<file path="config.mk">
export PLATFORM = sky130hd
export DESIGN_NAME = pfm_port_mux
export DESIGN_NICKNAME = d
export VERILOG_FILES = /design/src/pfm_pkg.sv /design/src/pfm_port_mux.sv
export VERILOG_INCLUDE_DIRS = /design/src /design/src/src
export SDC_FILE = /design/constraint.sdc
export NUM_CORES = 1
export LEC_CHECK = 0
export BUFFER_PORTS_ARGS = -buffer_cell sky130_fd_sc_hd__buf_4
export CAP_MARGIN = 20
export CORE_ASPECT_RATIO = 0.9
export CORE_MARGIN = 8
export CORE_UTILIZATION = 46
export DETAILED_ROUTE_END_ITERATION = 10
export HOLD_SLACK_MARGIN = 0.15
export PLACE_DENSITY = 0.74
export SLEW_MARGIN = 40
export SYNTH_ARGS = -nofsm -noshare
export SYNTH_HDL_FRONTEND = slang
export SYNTH_SLANG_ARGS = --single-unit
export TNS_END_PERCENT = 50
</file>
<file path="constraint.sdc">
create_clock -name clk_sys -period 4.45 [get_ports clk_sys]
set_clock_uncertainty 0.2 [all_clocks]
set_input_delay 0.6675 -clock clk_sys [delete_from_list [all_inputs] [get_ports clk_sys]]
set_output_delay 0.6675 -clock clk_sys [all_outputs]
set_load 0.05 [all_outputs]
</file>
<file path="src/pfm_map.svh">
// Reset values, widths and pipeline depths for the port 1 / port 2 pin function mux
`ifndef PFM_MAP_SVH
`define PFM_MAP_SVH
`define PFM_PORT_W 8
`define PFM_LATCH_RST 8'hff
`define PFM_ADDR_W 20
`define PFM_P2_ADDR_LSB 12
`define PFM_LINES_W 4
`define PFM_LINES_RST 4'h0
`define PFM_LINES_MAX 4'h8
`define PFM_BUS16_RST 1'b0
`define PFM_PIN_ADDR0 0
`define PFM_PIN_RX 4
`define PFM_PIN_TX 5
`define PFM_PIN_TMR_IN 6
`define PFM_PIN_TMR_CTL 7
`define PFM_SYNC_LAT 3
`endif

</file>
<file path="src/pfm_pkg.sv">
// Types shared by the port 1 / port 2 pin function mux
package pfm_pkg;
  // Output configuration of one pin
  typedef enum logic [1:0] {
    PFM_QUASI,
    PFM_OPEN_DRAIN,
    PFM_PUSH_PULL,
    PFM_INPUT_ONLY
  } pfm_otype_e;

  // Software side: port latches, per-pin output type, address line count
  typedef struct packed {
    logic p1_latch_we;
    logic p2_latch_we;
    logic [7:0] latch_data;
    logic type_we;
    logic type_port;
    logic [2:0] type_pin;
    pfm_otype_e type_val;
    logic lines_we;
    logic [3:0] lines_val;
  } pfm_sw_s;

  // External bus controller side
  typedef struct packed {
    logic ext_en;
    logic [19:0] addr;
    logic addr_phase;
    logic [7:0] p2_data;
    logic p2_data_oe;
    logic high_byte_write_strobe;
    logic verify;
  } pfm_bus_s;

  // Serial channel B and timer C side
  typedef struct packed {
    logic serial_b_transmit_out;
    logic timer_c_clkout;
    logic timer_c_clkout_en;
  } pfm_periph_s;

  // Pin drive of one 8-bit port
  typedef struct packed {
    logic [7:0] out;
    logic [7:0] oe;
  } pfm_pins_s;
endpackage : pfm_pkg

</file>
<file path="src/pfm_port_mux.sv">
// Pin function multiplexer for port 1 and port 2
// How it works
// - Reset loads all port latches with ones and makes every pin quasi-bidirectional.
// - Software picks each pin's output type alone; drive follows it, and the pin is read back in every type.
// - Narrow external bus: port 1 pin 0 carries address bit 0.
// - Wide external bus: port 1 pin 0 becomes the high byte write strobe.
// - Port 1 pins 1 to 3 carry address bits 1 to 3.
// - Port 1 pin 4 feeds serial B receive; pin 5 carries serial B transmit.
// - Port 1 pin 6 is timer C count or clock out; pin 7 its control input.
// - Wide bus: port 2 carries high data byte and address lines 12 to 19.
// - Narrow bus: software sets how many address lines port 2 carries.
// - During verify the programmer drives the low address byte onto port 2.
// - The bus width strap is caught at reset release: 0 narrow, 1 wide.
`timescale 1ns/1ps
`include "pfm_map.svh"

module pfm_port_mux (
  input wire logic clk_sys,
  input wire logic resetn,
  input wire logic bus_width_strap,
  input wire logic [7:0] p1_pin_in,
  input wire logic [7:0] p2_pin_in,
  input wire pfm_pkg::pfm_sw_s sw,
  input wire pfm_pkg::pfm_bus_s bus,
  input wire pfm_pkg::pfm_periph_s periph,
  output pfm_pkg::pfm_pins_s p1_pins,
  output pfm_pkg::pfm_pins_s p2_pins,
  output logic serial_b_receive_in,
  output logic timer_c_count_in,
  output logic timer_c_reload_capture_ctl,
  output logic [7:0] p1_read,
  output logic [7:0] p2_read,
  output logic [7:0] verify_addr,
  output logic bus16
);

  // Whole module state
  typedef struct packed {
    logic [7:0] p1_sync1;
    logic [7:0] p1_sync2;
    logic [7:0] p2_sync1;
    logic [7:0] p2_sync2;
    logic strap_sync1;
    logic strap_sync2;
    logic in_reset;
    logic bus16;
    logic [7:0] p1_latch;
    logic [7:0] p2_latch;
    pfm_pkg::pfm_otype_e [7:0] p1_type;
    pfm_pkg::pfm_otype_e [7:0] p2_type;
    logic [3:0] lines;
    pfm_pkg::pfm_pins_s p1;
    pfm_pkg::pfm_pins_s p2;
    logic rx;
    logic tmr_in;
    logic tmr_ctl;
    logic [7:0] p1_rd;
    logic [7:0] p2_rd;
    logic [7:0] vaddr;
  } pfm_state_s;

  pfm_state_s s;
  pfm_state_s next_s;

  // Quasi and open drain only pull low; the weak high of quasi mode is the pad's job
  function automatic logic pfm_drive_oe(input pfm_pkg::pfm_otype_e ot, input logic val);
    logic oe;
    oe = 1'b0;
    case (ot)
      pfm_pkg::PFM_QUASI: oe = ~val;
      pfm_pkg::PFM_OPEN_DRAIN: oe = ~val;
      pfm_pkg::PFM_PUSH_PULL: oe = 1'b1;
      default: oe = 1'b0;
    endcase
    return oe;
  endfunction : pfm_drive_oe

  // Next state: synchronisers, strap capture, software state, pin functions
  always_comb
  begin
    logic [7:0] v1;
    logic [7:0] v2;
    logic [7:0] bus_oe2;
    v1 = '0;
    v2 = '0;
    bus_oe2 = '0;
    next_s = s;
    // Pins come from outside; two flops before anything looks at them
    next_s.p1_sync1 = p1_pin_in;
    next_s.p1_sync2 = s.p1_sync1;
    next_s.p2_sync1 = p2_pin_in;
    next_s.p2_sync2 = s.p2_sync1;
    next_s.strap_sync1 = bus_width_strap;
    next_s.strap_sync2 = s.strap_sync1;
    // Width caught once, on the first cycle out of reset
    if (s.in_reset)
    begin
      next_s.bus16 = s.strap_sync2;
      next_s.in_reset = 1'b0;
    end
    // Software writes to latches, pin types and the line count
    if (sw.p1_latch_we)
    begin
      next_s.p1_latch = sw.latch_data;
    end
    if (sw.p2_latch_we)
    begin
      next_s.p2_latch = sw.latch_data;
    end
    if (sw.type_we && !sw.type_port)
    begin
      next_s.p1_type[sw.type_pin] = sw.type_val;
    end
    else if (sw.type_we && sw.type_port)
    begin
      next_s.p2_type[sw.type_pin] = sw.type_val;
    end
    if (sw.lines_we)
    begin
      // Counts above eight saturate so no pin index runs off the port
      next_s.lines = (sw.lines_val > `PFM_LINES_MAX) ? `PFM_LINES_MAX : sw.lines_val;
    end
    // Port 1 value: latch, gated by serial and timer outputs as on a classic port
    v1 = s.p1_latch;
    v1[`PFM_PIN_TX] = s.p1_latch[`PFM_PIN_TX] & periph.serial_b_transmit_out;
    if (periph.timer_c_clkout_en)
    begin
      v1[`PFM_PIN_TMR_IN] = s.p1_latch[`PFM_PIN_TMR_IN] & periph.timer_c_clkout;
    end
    for (int i = 0; i < `PFM_PORT_W; i++)
    begin
      next_s.p1.oe[i] = pfm_drive_oe(s.p1_type[i], v1[i]);
    end
    // Bus pins of port 1 are driven hard whatever the type says
    if (bus.ext_en)
    begin
      v1[`PFM_PIN_ADDR0] = s.bus16 ? bus.high_byte_write_strobe : bus.addr[0];
      v1[3:1] = bus.addr[3:1];
      next_s.p1.oe[3:0] = 4'hf;
    end
    next_s.p1.out = v1;
    // Port 2: latch by default
    v2 = s.p2_latch;
    if (bus.ext_en && s.bus16)
    begin
      // Address phase then high data byte on the same pins
      v2 = bus.addr_phase ? bus.addr[19:12] : bus.p2_data;
      bus_oe2 = (bus.addr_phase || bus.p2_data_oe) ? 8'hff : 8'h00;
    end
    else if (bus.ext_en)
    begin
      for (int i = 0; i < `PFM_PORT_W; i++)
      begin
        if (i < int'(s.lines))
        begin
          v2[i] = bus.addr[`PFM_P2_ADDR_LSB + i];
          bus_oe2[i] = 1'b1;
        end
      end
    end
    for (int i = 0; i < `PFM_PORT_W; i++)
    begin
      next_s.p2.oe[i] = bus_oe2[i] | pfm_drive_oe(s.p2_type[i], v2[i]);
    end
    next_s.p2.out = v2;
    // Verify: port 2 turns to input and its byte becomes the verify address
    if (bus.verify)
    begin
      next_s.p2.oe = 8'h00;
      next_s.vaddr = s.p2_sync2;
    end
    // Inputs to the peripherals and read-back of the pins
    next_s.rx = s.p1_sync2[`PFM_PIN_RX];
    next_s.tmr_in = s.p1_sync2[`PFM_PIN_TMR_IN];
    next_s.tmr_ctl = s.p1_sync2[`PFM_PIN_TMR_CTL];
    next_s.p1_rd = s.p1_sync2;
    next_s.p2_rd = s.p2_sync2;
    // Reset: synchronisers keep running so the strap is valid at release
    if (!resetn)
    begin
      next_s.in_reset = 1'b1;
      next_s.bus16 = `PFM_BUS16_RST;
      next_s.p1_latch = `PFM_LATCH_RST;
      next_s.p2_latch = `PFM_LATCH_RST;
      next_s.p1_type = '{default: pfm_pkg::PFM_QUASI};
      next_s.p2_type = '{default: pfm_pkg::PFM_QUASI};
      next_s.lines = `PFM_LINES_RST;
      next_s.p1.out = `PFM_LATCH_RST;
      next_s.p1.oe = 8'h00;
      next_s.p2.out = `PFM_LATCH_RST;
      next_s.p2.oe = 8'h00;
      next_s.rx = 1'b1;
      next_s.tmr_in = 1'b0;
      next_s.tmr_ctl = 1'b0;
      next_s.p1_rd = 8'h00;
      next_s.p2_rd = 8'h00;
      next_s.vaddr = 8'h00;
    end
  end

  // State register; reset is folded into next_s
  always_ff @(posedge clk_sys)
  begin
    s <= next_s;
  end

  // Every output straight from the state register
  assign p1_pins = s.p1;
  assign p2_pins = s.p2;
  assign serial_b_receive_in = s.rx;
  assign timer_c_count_in = s.tmr_in;
  assign timer_c_reload_capture_ctl = s.tmr_ctl;
  assign p1_read = s.p1_rd;
  assign p2_read = s.p2_rd;
  assign verify_addr = s.vaddr;
  assign bus16 = s.bus16;

  // Checks
  chk_reset_defaults: assert property (@(posedge clk_sys)
    $rose(resetn) |-> (s.p1_latch == `PFM_LATCH_RST) && (s.p2_latch == `PFM_LATCH_RST)
      && (s.p1_type == {`PFM_PORT_W{pfm_pkg::PFM_QUASI}})
      && (s.p2_type == {`PFM_PORT_W{pfm_pkg::PFM_QUASI}}))
    else $error("ports not at reset defaults after reset");

  chk_type_write: assert property (@(posedge clk_sys) disable iff (!resetn)
    sw.type_we && !sw.type_port |=> s.p1_type[$past(sw.type_pin)] == $past(sw.type_val))
    else $error("port 1 pin type not written");

  chk_addr0_narrow: assert property (@(posedge clk_sys) disable iff (!resetn)
    bus.ext_en && !s.bus16 && !s.in_reset |=> s.p1.out[0] == $past(bus.addr[0]) && s.p1.oe[0])
    else $error("pin 0 not address bit 0 on narrow bus");

  chk_wrh_wide: assert property (@(posedge clk_sys) disable iff (!resetn)
    bus.ext_en && s.bus16 |=> s.p1.out[0] == $past(bus.high_byte_write_strobe))
    else $error("pin 0 not high byte write strobe on wide bus");

  chk_addr_low: assert property (@(posedge clk_sys) disable iff (!resetn)
    bus.ext_en |=> (s.p1.out[3:1] == $past(bus.addr[3:1])) && (s.p1.oe[3:1] == 3'h7))
    else $error("address bits 1 to 3 not on port 1");

  chk_serial_rx: assert property (@(posedge clk_sys) disable iff (!resetn)
    $past(resetn, 3) |-> serial_b_receive_in == $past(p1_pin_in[`PFM_PIN_RX], 3))
    else $error("serial receive not from pin 4");

  chk_timer_ctl: assert property (@(posedge clk_sys) disable iff (!resetn)
    $past(resetn, 3) |-> timer_c_reload_capture_ctl == $past(p1_pin_in[`PFM_PIN_TMR_CTL], 3))
    else $error("timer control not from pin 7");

  chk_wide_addr: assert property (@(posedge clk_sys) disable iff (!resetn)
    bus.ext_en && s.bus16 && bus.addr_phase && !bus.verify
      |=> (s.p2.out == $past(bus.addr[19:12])) && (s.p2.oe == 8'hff))
    else $error("port 2 not carrying address 12 to 19");

  chk_narrow_lines: assert property (@(posedge clk_sys) disable iff (!resetn)
    bus.ext_en && !s.bus16 && !s.in_reset && (s.lines == 4'h8) && !bus.verify
      |=> s.p2.out == $past(bus.addr[19:12]))
    else $error("programmed address lines missing on port 2");

  chk_verify_addr: assert property (@(posedge clk_sys) disable iff (!resetn)
    bus.verify && $past(resetn, 3) |=> (verify_addr == $past(p2_pin_in, 3)) && (s.p2.oe == 8'h00))
    else $error("verify address not taken from port 2");

  chk_width_hold: assert property (@(posedge clk_sys) disable iff (!resetn)
    !s.in_reset |=> $stable(s.bus16))
    else $error("bus width changed without reset");

  cov_wide_bus: cover property (@(posedge clk_sys) disable iff (!resetn)
    s.bus16 && bus.ext_en && bus.addr_phase);
  cov_narrow_lines: cover property (@(posedge clk_sys) disable iff (!resetn)
    !s.bus16 && bus.ext_en && (s.lines != 4'h0));
  cov_verify: cover property (@(posedge clk_sys) disable iff (!resetn) bus.verify);

endmodule : pfm_port_mux

</file>
==> impl_metrics.tcl, run 1 <==
set metrics [dict create \
    outcome "finished, final reports clean" \
    synth_most_common_cell "dfxtp_1" \
    grt_setup_unrepaired "false" \
    finalCritPeriodShare 0.546 \
    synth_top_flop_cell "dfxtp_1" \
    drtIter0Drc 347 \
    synth_common_cells "dfxtp_1, buf_4, nand2_1" \
    synth_top_cell_area_share 0.537 \
    drc 0 \
    synth_area_leader_cell "dfxtp_1" \
    die_y_um 119 \
    fmax_mhz 411 \
    num_rows 37 \
    grt_pass1_wl_um 20600 \
    hold_path_class "flip-flop to flip-flop" \
    ys_ff_latch 145 \
    worstSkewPairLatency_ns 0.41 \
    post_cts_buffers 0 \
    maxSlewHeadroom 0.479 \
    critPathTopFamily "flip-flops" \
    reg2reg_to "p2_pins[4]" \
    min_to "timer_c_reload_capture_ctl" \
    r2r-start "bus16" \
    die_area_sq_um 15500 \
    cts.sinks 145 \
    place_hpwl_um 9050 \
    worst-path-buf-inv 1 \
    finalCriticalPeriod_ns 2.43 \
    yosys_warnings 0 \
    cap_violations 0 \
    final-hold-violation-count 0 \
    rrSetupSlack_ns 2.10 \
    critPathLaunchType "flip-flop" \
    finalPower_mw 3.32 \
    ys_async_sr_fraction 0 \
    clock_path_buffers 2 \
    first_pass_iters 4 \
    routed_wirelength_um 12900 \
    gp_congestion 0.859 \
    tns_ns 0 \
    initial_core_util 0.473 \
    cpMaxStageDelayCell "dfxtp_1" \
    synth_edf_count 0 \
    clk_pin_slew_ns 0.05 \
    num_vias 4090 \
    fin_nets 730 \
    tightest_slew_ns 0.780 \
    syn_inst 555 \
    grt_max_degree 48 \
    syn-cell-area_sq_um 5400 \
    cellPowerDensity_nw_per_um2 472 \
    final_layout_size_suffix_gt1_frac 0.254 \
    syn-num-nets 632 \
    wl_per_cell_um 15.7 \
    antenna_found_initial 0 \
    ant_nets 0 \
    crit_path_end_kind "primary output" \
    htreeDepth 4 \
    rr_worst_depth 4 \
    vias_per_cell 4.98 \
    path_class "flip-flop to primary output" \
    cp_max_fo 23 \
    overflow 0 \
    pin_count 137 \
    p_leak_nw 3.05 \
    track_usage 0.171 \
    critPathMaxStageDelay_ns 0.82 \
    yosysSeqAreaShare 0.537 \
    ys_types 48 \
    grt_pass1_vias 4032 \
    cp.arrival_ns 1.56 \
    core-area_sq_um 11400 \
    numPortBuffers 128 \
    syn_avg_cell_area_sq_um 9.74 \
    maxSlewViolCount 0 \
    cts_root_buf "clkbuf_16" \
    crit_required_ns 3.58 \
    hold_start "s[138]" \
    antenna_cells 0 \
    syn_to_final_growth_pct 30.2 \
    min_path_cells 1 \
    setup_viol 0 \
    irDropWorstVdd_uv 271 \
    chipWidth_um 130 \
    cts_tree "yes" \
    synthTopCellsByArea "dfxtp_1, mux2i_1, buf_4, nand2_1, nor2_1" \
    tritoncts.num_buffers 17 \
    crit_chain "buf_4" \
]
-- worst max-delay path by stage --
stage	startpoint	end	cells past startpoint	slack (ns)
global placement	bus[32]	p2_pins[7]	5	2.12
detailed placement	bus[32]	p2_pins[7]	5	2.11
CTS	bus16	bus16	1	2.00
global route	bus16	bus16	1	1.94
floorplan	bus16	p2_pins[4]	6	2.26
finish	bus16	bus16	1	2.02
-- cells in the final DEF (no fill, tap or decap), types with 5 or more instances in the layout --
| cell type | count |
|---|---|
| clkbuf_16 | 17 |
| o21ai_0 | 30 |
| nand3b_1 | 8 |
| dlygate4sd3_1 | 34 |
| a21oi_1 | 31 |
| nand2b_1 | 12 |
| mux2i_1 | 44 |
| bufinv_16 | 5 |
| dfxtp_1 | 145 |
| nor2_1 | 48 |
| inv_1 | 8 |
| a211oi_1 | 5 |
| buf_4 | 131 |
| and2_1 | 17 |
| nand2_1 | 57 |
-- flip-flops by register name, summed over array words and instances, names as in the netlist --
| signal | flops |
|---|---|
| bus16 | 1 |
| serial_b_receive_in | 1 |
| next_s | 17 |
| p2_read | 8 |
| p1_pins | 16 |
| p1_read | 7 |
| verify_addr | 8 |
| p2_pins | 16 |
| timer_c_reload_capture_ctl | 1 |
| s | 70 |
-- power breakdown --
group,internal (mW),switching [mW],total [mW]
clock network,1.01,0.527,1.54
logic,0.155,0.235,0.391
registers,1.36,0.0324,1.39
-- logic make-up after synthesis --
family	synth area share
simple gates	0.157
flops	0.537
compound gates	0.115
buf+inv	0.107
mux	0.0836
-- routing by layer --
metal,vias up,GRT usage,share of wire
met3,16,0.0473,0.077
met2,119,0.276,0.49
li1,2033,-,-
met4,0,0.0725,0.013
met1,1922,0.209,0.42
met5,-,0,0
-- final cells by class --
class,instances,area [sq um]
inverter,8,30.0
clock inverter,13,210
sequential,145,2900
multi-input combinational,316,1930
timing repair buffer,165,1320
tap,156,195
fill,908,4400
clock buffer,19,443
-- repair_timing --
action,CTS,global route
hold endpoints to repair,34,0
hold buffers,34,0
resized for setup,0,0
endpoints found under the setup margin,0,0
-- metrics by stage --
stage                     worst slack, ns  hold slack, ns  cells  instance area [sq um]   util
final                                2.02           0.232    822                   7030  0.615
after global routing                 1.94           0.245    822                   7030  0.615
after CTS                            2.00           0.235    822                   7030  0.615
after detailed placement             2.11           0.112    756                   6040  0.528
after global placement               2.12           0.110    756                   6040  0.528
after floorplan                      2.26           0.110    555                   5400      -
Note: power is estimated with default switching activity, not from simulation.
==> run 2: changes to the inputs <==
Settings changed: ABC_AREA set to 1, PLACE_DENSITY 0.74 to 0.77.
Clock period 4.45 ns to 2 ns, I/O delays scaled along.
==> run 2 against run 1 <==
Register-to-register slack got worse by 1.9 ns. Critical path depth rose by 6. Critical endpoint is now p1_pins[11]. Sequential power is 120% higher. First-iteration DRC count is 4.6% higher. Non-clock buffer count rose by 67. Utilization rose by 5.2 points. Clock power increased by 99%. Clock-buffer cell count is 3 higher. Synthesized cell count rose by 14%. Flip-flop and latch count unchanged. Critical path type is now input port to flip-flop. Sequential share of layout area decreased by 3.1 points. Setup slack worse by 2.0 ns.
==> impl_metrics.tcl, run 2 <==
set metrics [dict create \
    htreeDepth 4 \
    num_vias 4722 \
    synthTopCellsByArea "dfxtp_1, buf_4, inv_1, a21oi_1, o21ai_0" \
    post_cts_buffers 0 \
    die_area_sq_um 15300 \
    chipWidth_um 130 \
    rr_worst_depth 5 \
    p_int_mw 5.39 \
    tightest_slew_ns 0.686 \
    ant_nets 0 \
    cts_root_buf "clkbuf_16" \
    setup_viol 0 \
    routed_wirelength_um 14400 \
    hold_path_class "input port to flip-flop" \
    pin_count 137 \
    power_frac_clock 0.425 \
    crit_required_ns 2.09 \
    synth_area_leader_cell "dfxtp_1" \
    largest_reg_flops 70 \
    swShare 0.253 \
    post-place-ws_ns 0.318 \
    maxSlewViolCount 0 \
    synth_edf_count 0 \
    final_layout_size_suffix_gt1_frac 0.223 \
    cellPowerDensity_nw_per_um2 949 \
    first_pass_iters 5 \
    syn_to_final_growth_pct 42.0 \
    gp_congestion 0.840 \
    synth_most_common_cell "dfxtp_1" \
    clk_pin_slew_ns 0.06 \
    wl_per_cell_um 14.8 \
    vias_per_cell 4.85 \
    fin_hold_ws_ns 0.197 \
    fin_nets 881 \
    synth_common_cells "dfxtp_1, inv_1, a21oi_1" \
    netSwitchingPower_mw 1.82 \
    critPathLaunchType "input port" \
    grt_pass1_wl_um 23500 \
    postLayoutCellArea_sq_um 7600 \
    numPortBuffers 128 \
    num_rows 37 \
    seqPwrFrac 0.431 \
    syn_avg_cell_area_sq_um 8.49 \
    finalCriticalPeriod_ns 1.96 \
    syn-num-nets 707 \
    tritoncts.num_buffers 17 \
    die_y_um 118 \
    place_hpwl_um 9180 \
    final.fill_count 883 \
    clock_path_buffers 2 \
    synth_top_flop_cell "dfxtp_1" \
    yosys_warnings 0 \
    crit_path_end_kind "flip-flop" \
    syn_inst 630 \
    placed_area_sq_um 5990 \
    ys_async_sr_fraction 0 \
    core-area_sq_um 11400 \
    cts.sinks 145 \
    cts_tree "yes" \
    finalCritPeriodShare 0.978 \
    antenna_found_initial 1 \
    final_common_cell "dfxtp_1" \
    drc 0 \
    track_usage 0.193 \
    overflow 0 \
    fin_ws_ns 0.0441 \
    syn-cell-area_sq_um 5350 \
    cap_violations 0 \
    power_frac_comb 0.144 \
    maxSlewHeadroom 0.542 \
    synth_top_cell_area_share 0.543 \
    ys_ff_latch 145 \
    fmax_mhz 511 \
    cp.arrival_ns 2.05 \
    path_class "input port to flip-flop" \
    cp_max_fo 28 \
    worstSkewPairLatency_ns 0.41 \
    yosysSeqAreaShare 0.543 \
    final-hold-violation-count 0 \
    irDropWorstVdd_uv 557 \
    grt_max_degree 59 \
    drtIter0Drc 363 \
    top_register "s" \
    outcome "finished, final reports clean" \
    final_cell_mix "dfxtp_1, buf_4, dlygate4sd3_1, inv_1" \
    ys_types 26 \
    fin_util 0.667 \
    p_leak_nw 3.52 \
    initial_core_util 0.470 \
    min_path_cells 4 \
    grt_pass1_vias 4877 \
]
-- run 2: changes by cell type in the layout (fill, tap and decap cells not counted), sizes merged, moves of 13 or more --
cell         before  now
dlygate4sd3      34  102
o21ai            30   69
nor2             48   61
inv               8   89
nand3             4   41
a21oi            32   72
and2             17    0
mux2i            44    0
-- run 2: final cells by class --
cell class                      count  area (sq um)  area share
Antenna cell                        1          2.50    0.000329
Clock buffer                       22           474      0.0624
Clock inverter                      9           106      0.0140
Inverter                           88           330      0.0435
Multi-Input combinational cell    320          1570       0.207
Sequential cell                   145          2900       0.382
Tap cell                          156           195      0.0257
Timing Repair Buffer              232          2010       0.265
-- run 2: layer usage --
metal / vias to the layer above / global-route usage / part of all wire
met5: - / 0 / 0
met4: 0 / 0.0972 / 0.027
li1: 2307 / - / -
met2: 195 / 0.329 / 0.50
met3: 31 / 0.0616 / 0.067
met1: 2189 / 0.211 / 0.41
-- run 2: path summary, 6_finish.rpt --
path / slack [ns] / endpoint / from
max: 0.04 / p1_pins[11] / resetn
min: 0.20 / p2_pins[8] / bus[32]
max reg2reg: 0.19 / p2_pins[10] / bus16
min reg2reg: 0.22 / p1_read[5] / s[136]
-- run 2: stage by stage --
stage | cells | setup TNS (ns) | power (mW)
2_1_floorplan | 630 | 0 | 3.81
3_3_place_gp | 839 | 0 | 4.00
3_5_place_dp | 839 | 0 | 4.02
4_1_cts | 972 | 0 | 7.24
5_1_grt | 973 | -0.00360 | 7.48
6_report | 973 | 0 | 7.21
-- run 2: repair_timing --
action	CTS	global route
hold endpoints to repair	128	0
resized for setup	0	3
hold buffers	102	0
setup endpoints to repair	0	9
-- run 2: logic make-up after synthesis --
| kind of cell | after synthesis | share of synthesized area |
|---|---|---|
| flip-flops | 145 | 0.543 |
| AO/OA/AOI/OAI | 150 | 0.155 |
| AND/OR/NAND/NOR | 170 | 0.138 |
| buffers and inverters | 165 | 0.164 |
-- run 2: critical path, stage by stage --
cell           delay, ns
dlygate4sd3_1       0.52
buf_4               0.14
inv_1               0.07
buf_6               0.18
a21oi_1             0.16
dlygate4sd3_1       0.58
o21ai_0             0.09
-- run 2: power groups by stage --
stage | clock [mW] | combinational [mW] | sequential (mW)
global route | 3.25 | 1.11 | 3.12
CTS | 3.11 | 1.02 | 3.10
global placement | 0 | 0.844 | 3.16
floorplan | 0 | 0.645 | 3.16
finish | 3.07 | 1.04 | 3.11
detailed placement | 0 | 0.860 | 3.16
==> run 3: changes to the inputs <==
Settings changed: CORE_MARGIN 8 to 2.
==> run 3 against run 2 <==
The run now ends with setup timing left. Critical path depth shrank 1. Flip-flop and latch count stayed put. Clock power is 4% lower. First-iteration DRC count shrank 18%. Non-clock buffer count down 4.
==> impl_metrics.tcl, run 3 (synthesis results as in run 2) <==
set metrics [dict create \
    outcome "complete, but fails checks" \
    failed_checks "setup timing" \
    pin_count 137 \
    syn_to_final_growth_pct 40.5 \
    drtIter0Drc 298 \
    fin_hold_ws_ns 0.191 \
    clock_path_buffers 2 \
    cp.arrival_ns 2.17 \
    p_leak_nw 3.47 \
    track_usage 0.220 \
    fin_ws_ns -0.0101 \
    chipWidth_um 118 \
    overflow 0 \
    cellPowerDensity_nw_per_um2 941 \
    num_vias 4696 \
    wl_per_cell_um 13.8 \
    htreeDepth 4 \
    core-area_sq_um 11400 \
    antenna_found_initial 1 \
    finalCritPeriodShare 1.01 \
    setup_viol 1 \
    finalPower_mw 7.07 \
    vias_per_cell 4.84 \
    maxSlewViolCount 0 \
    clk_pin_slew_ns 0.06 \
    cts.sinks 145 \
    irDropWorstVdd_uv 621 \
    worstSkewPairLatency_ns 0.42 \
    cp_max_fo 28 \
    maxSlewHeadroom 0.752 \
    cts_root_buf "clkbuf_16" \
    tritoncts.num_buffers 17 \
    grt_pass1_wl_um 21800 \
    critPathLaunchType "input port" \
    fin_util 0.660 \
    cap_violations 0 \
    routed_wirelength_um 13300 \
    numPortBuffers 128 \
    fmax_mhz 497 \
    place_hpwl_um 8450 \
    gp_congestion 0.839 \
    die_area_sq_um 12500 \
    final_cell_mix "dfxtp_1, buf_4, dlygate4sd3_1, inv_1, o21ai_0" \
    top_register "s" \
    final_layout_size_suffix_gt1_frac 0.230 \
    hold_path_class "input port to flip-flop" \
    first_pass_iters 5 \
    initial_core_util 0.470 \
    path_class "input port to flip-flop" \
    drc 0 \
    cts_tree "yes" \
    finalCriticalPeriod_ns 2.01 \
    grt_setup_unrepaired "true" \
    tightest_slew_ns 0.368 \
    num_rows 37 \
    largest_reg_flops 70 \
    final-hold-violation-count 0 \
    grt_pass1_vias 4619 \
    grt_max_degree 35 \
    fin_nets 877 \
    ant_nets 0 \
    crit_required_ns 2.16 \
    die_y_um 106 \
    crit_path_end_kind "flip-flop" \
    final_common_cell "dfxtp_1" \
]
run 3: cell types whose count changed in the layout (fill, tap and decap cells not counted), moves of 2 or more:
cell,previous run,this run
clkbuf_8,3,1
clkinvlp_4,3,6
dlygate4sd3_1,102,96
buf_4,128,132
run 3: stage by stage:
step	instance area (sq um)	worst slack, ns	std cells	TNS [ns]
6_report	7520	-0.0101	970	-0.0101
5_1_grt	7520	-0.00170	970	-0.00266
4_1_cts	7510	0.0974	969	0
3_5_place_dp	5990	0.349	841	0
3_3_place_gp	5990	0.378	841	0
2_1_floorplan	5350	0.364	630	0
run 3: final cells by class:
cell class / count / area, sq um
Antenna cell: 1 / 2.50
Clock buffer: 19 / 443
Clock inverter: 13 / 113
Fill cell: 869 / 3870
Inverter: 88 / 330
Multi-Input combinational cell: 320 / 1580
Sequential cell: 145 / 2900
Tap cell: 156 / 195
Timing Repair Buffer: 228 / 1950
run 3: final timing paths:
path	from	end	slack, ns	cells after the start
setup / recovery	resetn	s[62]	-0.01	6
hold / removal	bus[32]	p2_pins[8]	0.19	4
setup reg to reg	bus16	p2_pins[9]	0.20	5
hold reg to reg	s[131]	p1_read[0]	0.21	2
run 3: what timing repair did:
| item | in CTS | in global routing |
|---|---|---|
| gates resized for setup | 0 | 3 |
| setup buffers | 0 | 0 |
| hold buffers | 96 | 0 |
| setup endpoints to repair | 0 | 4 |
| endpoints found under the hold margin | 120 | 0 |
run 3: layer usage:
metal  share of wire  global-route usage  up-vias  wire length (um)
met5               0                   0        -                 0
met4           0.019              0.0964        0               250
met3           0.057              0.0708       25               761
met2            0.50               0.373      162              6650
met1            0.43               0.256     2204              5680
li1                -                   -     2305                 -
run 3: critical path, stage by stage:
cell and delay [ns]:
dlygate4sd3_1 0.53, buf_4 0.12, inv_1 0.05, buf_4 0.22
nor3_1 0.34, dlygate4sd3_1 0.60
run 3: power breakdown:
part / internal, mW / switching [mW]
combinational: 0.410 / 0.612
clock: 1.74 / 1.21
sequential: 3.05 / 0.0583
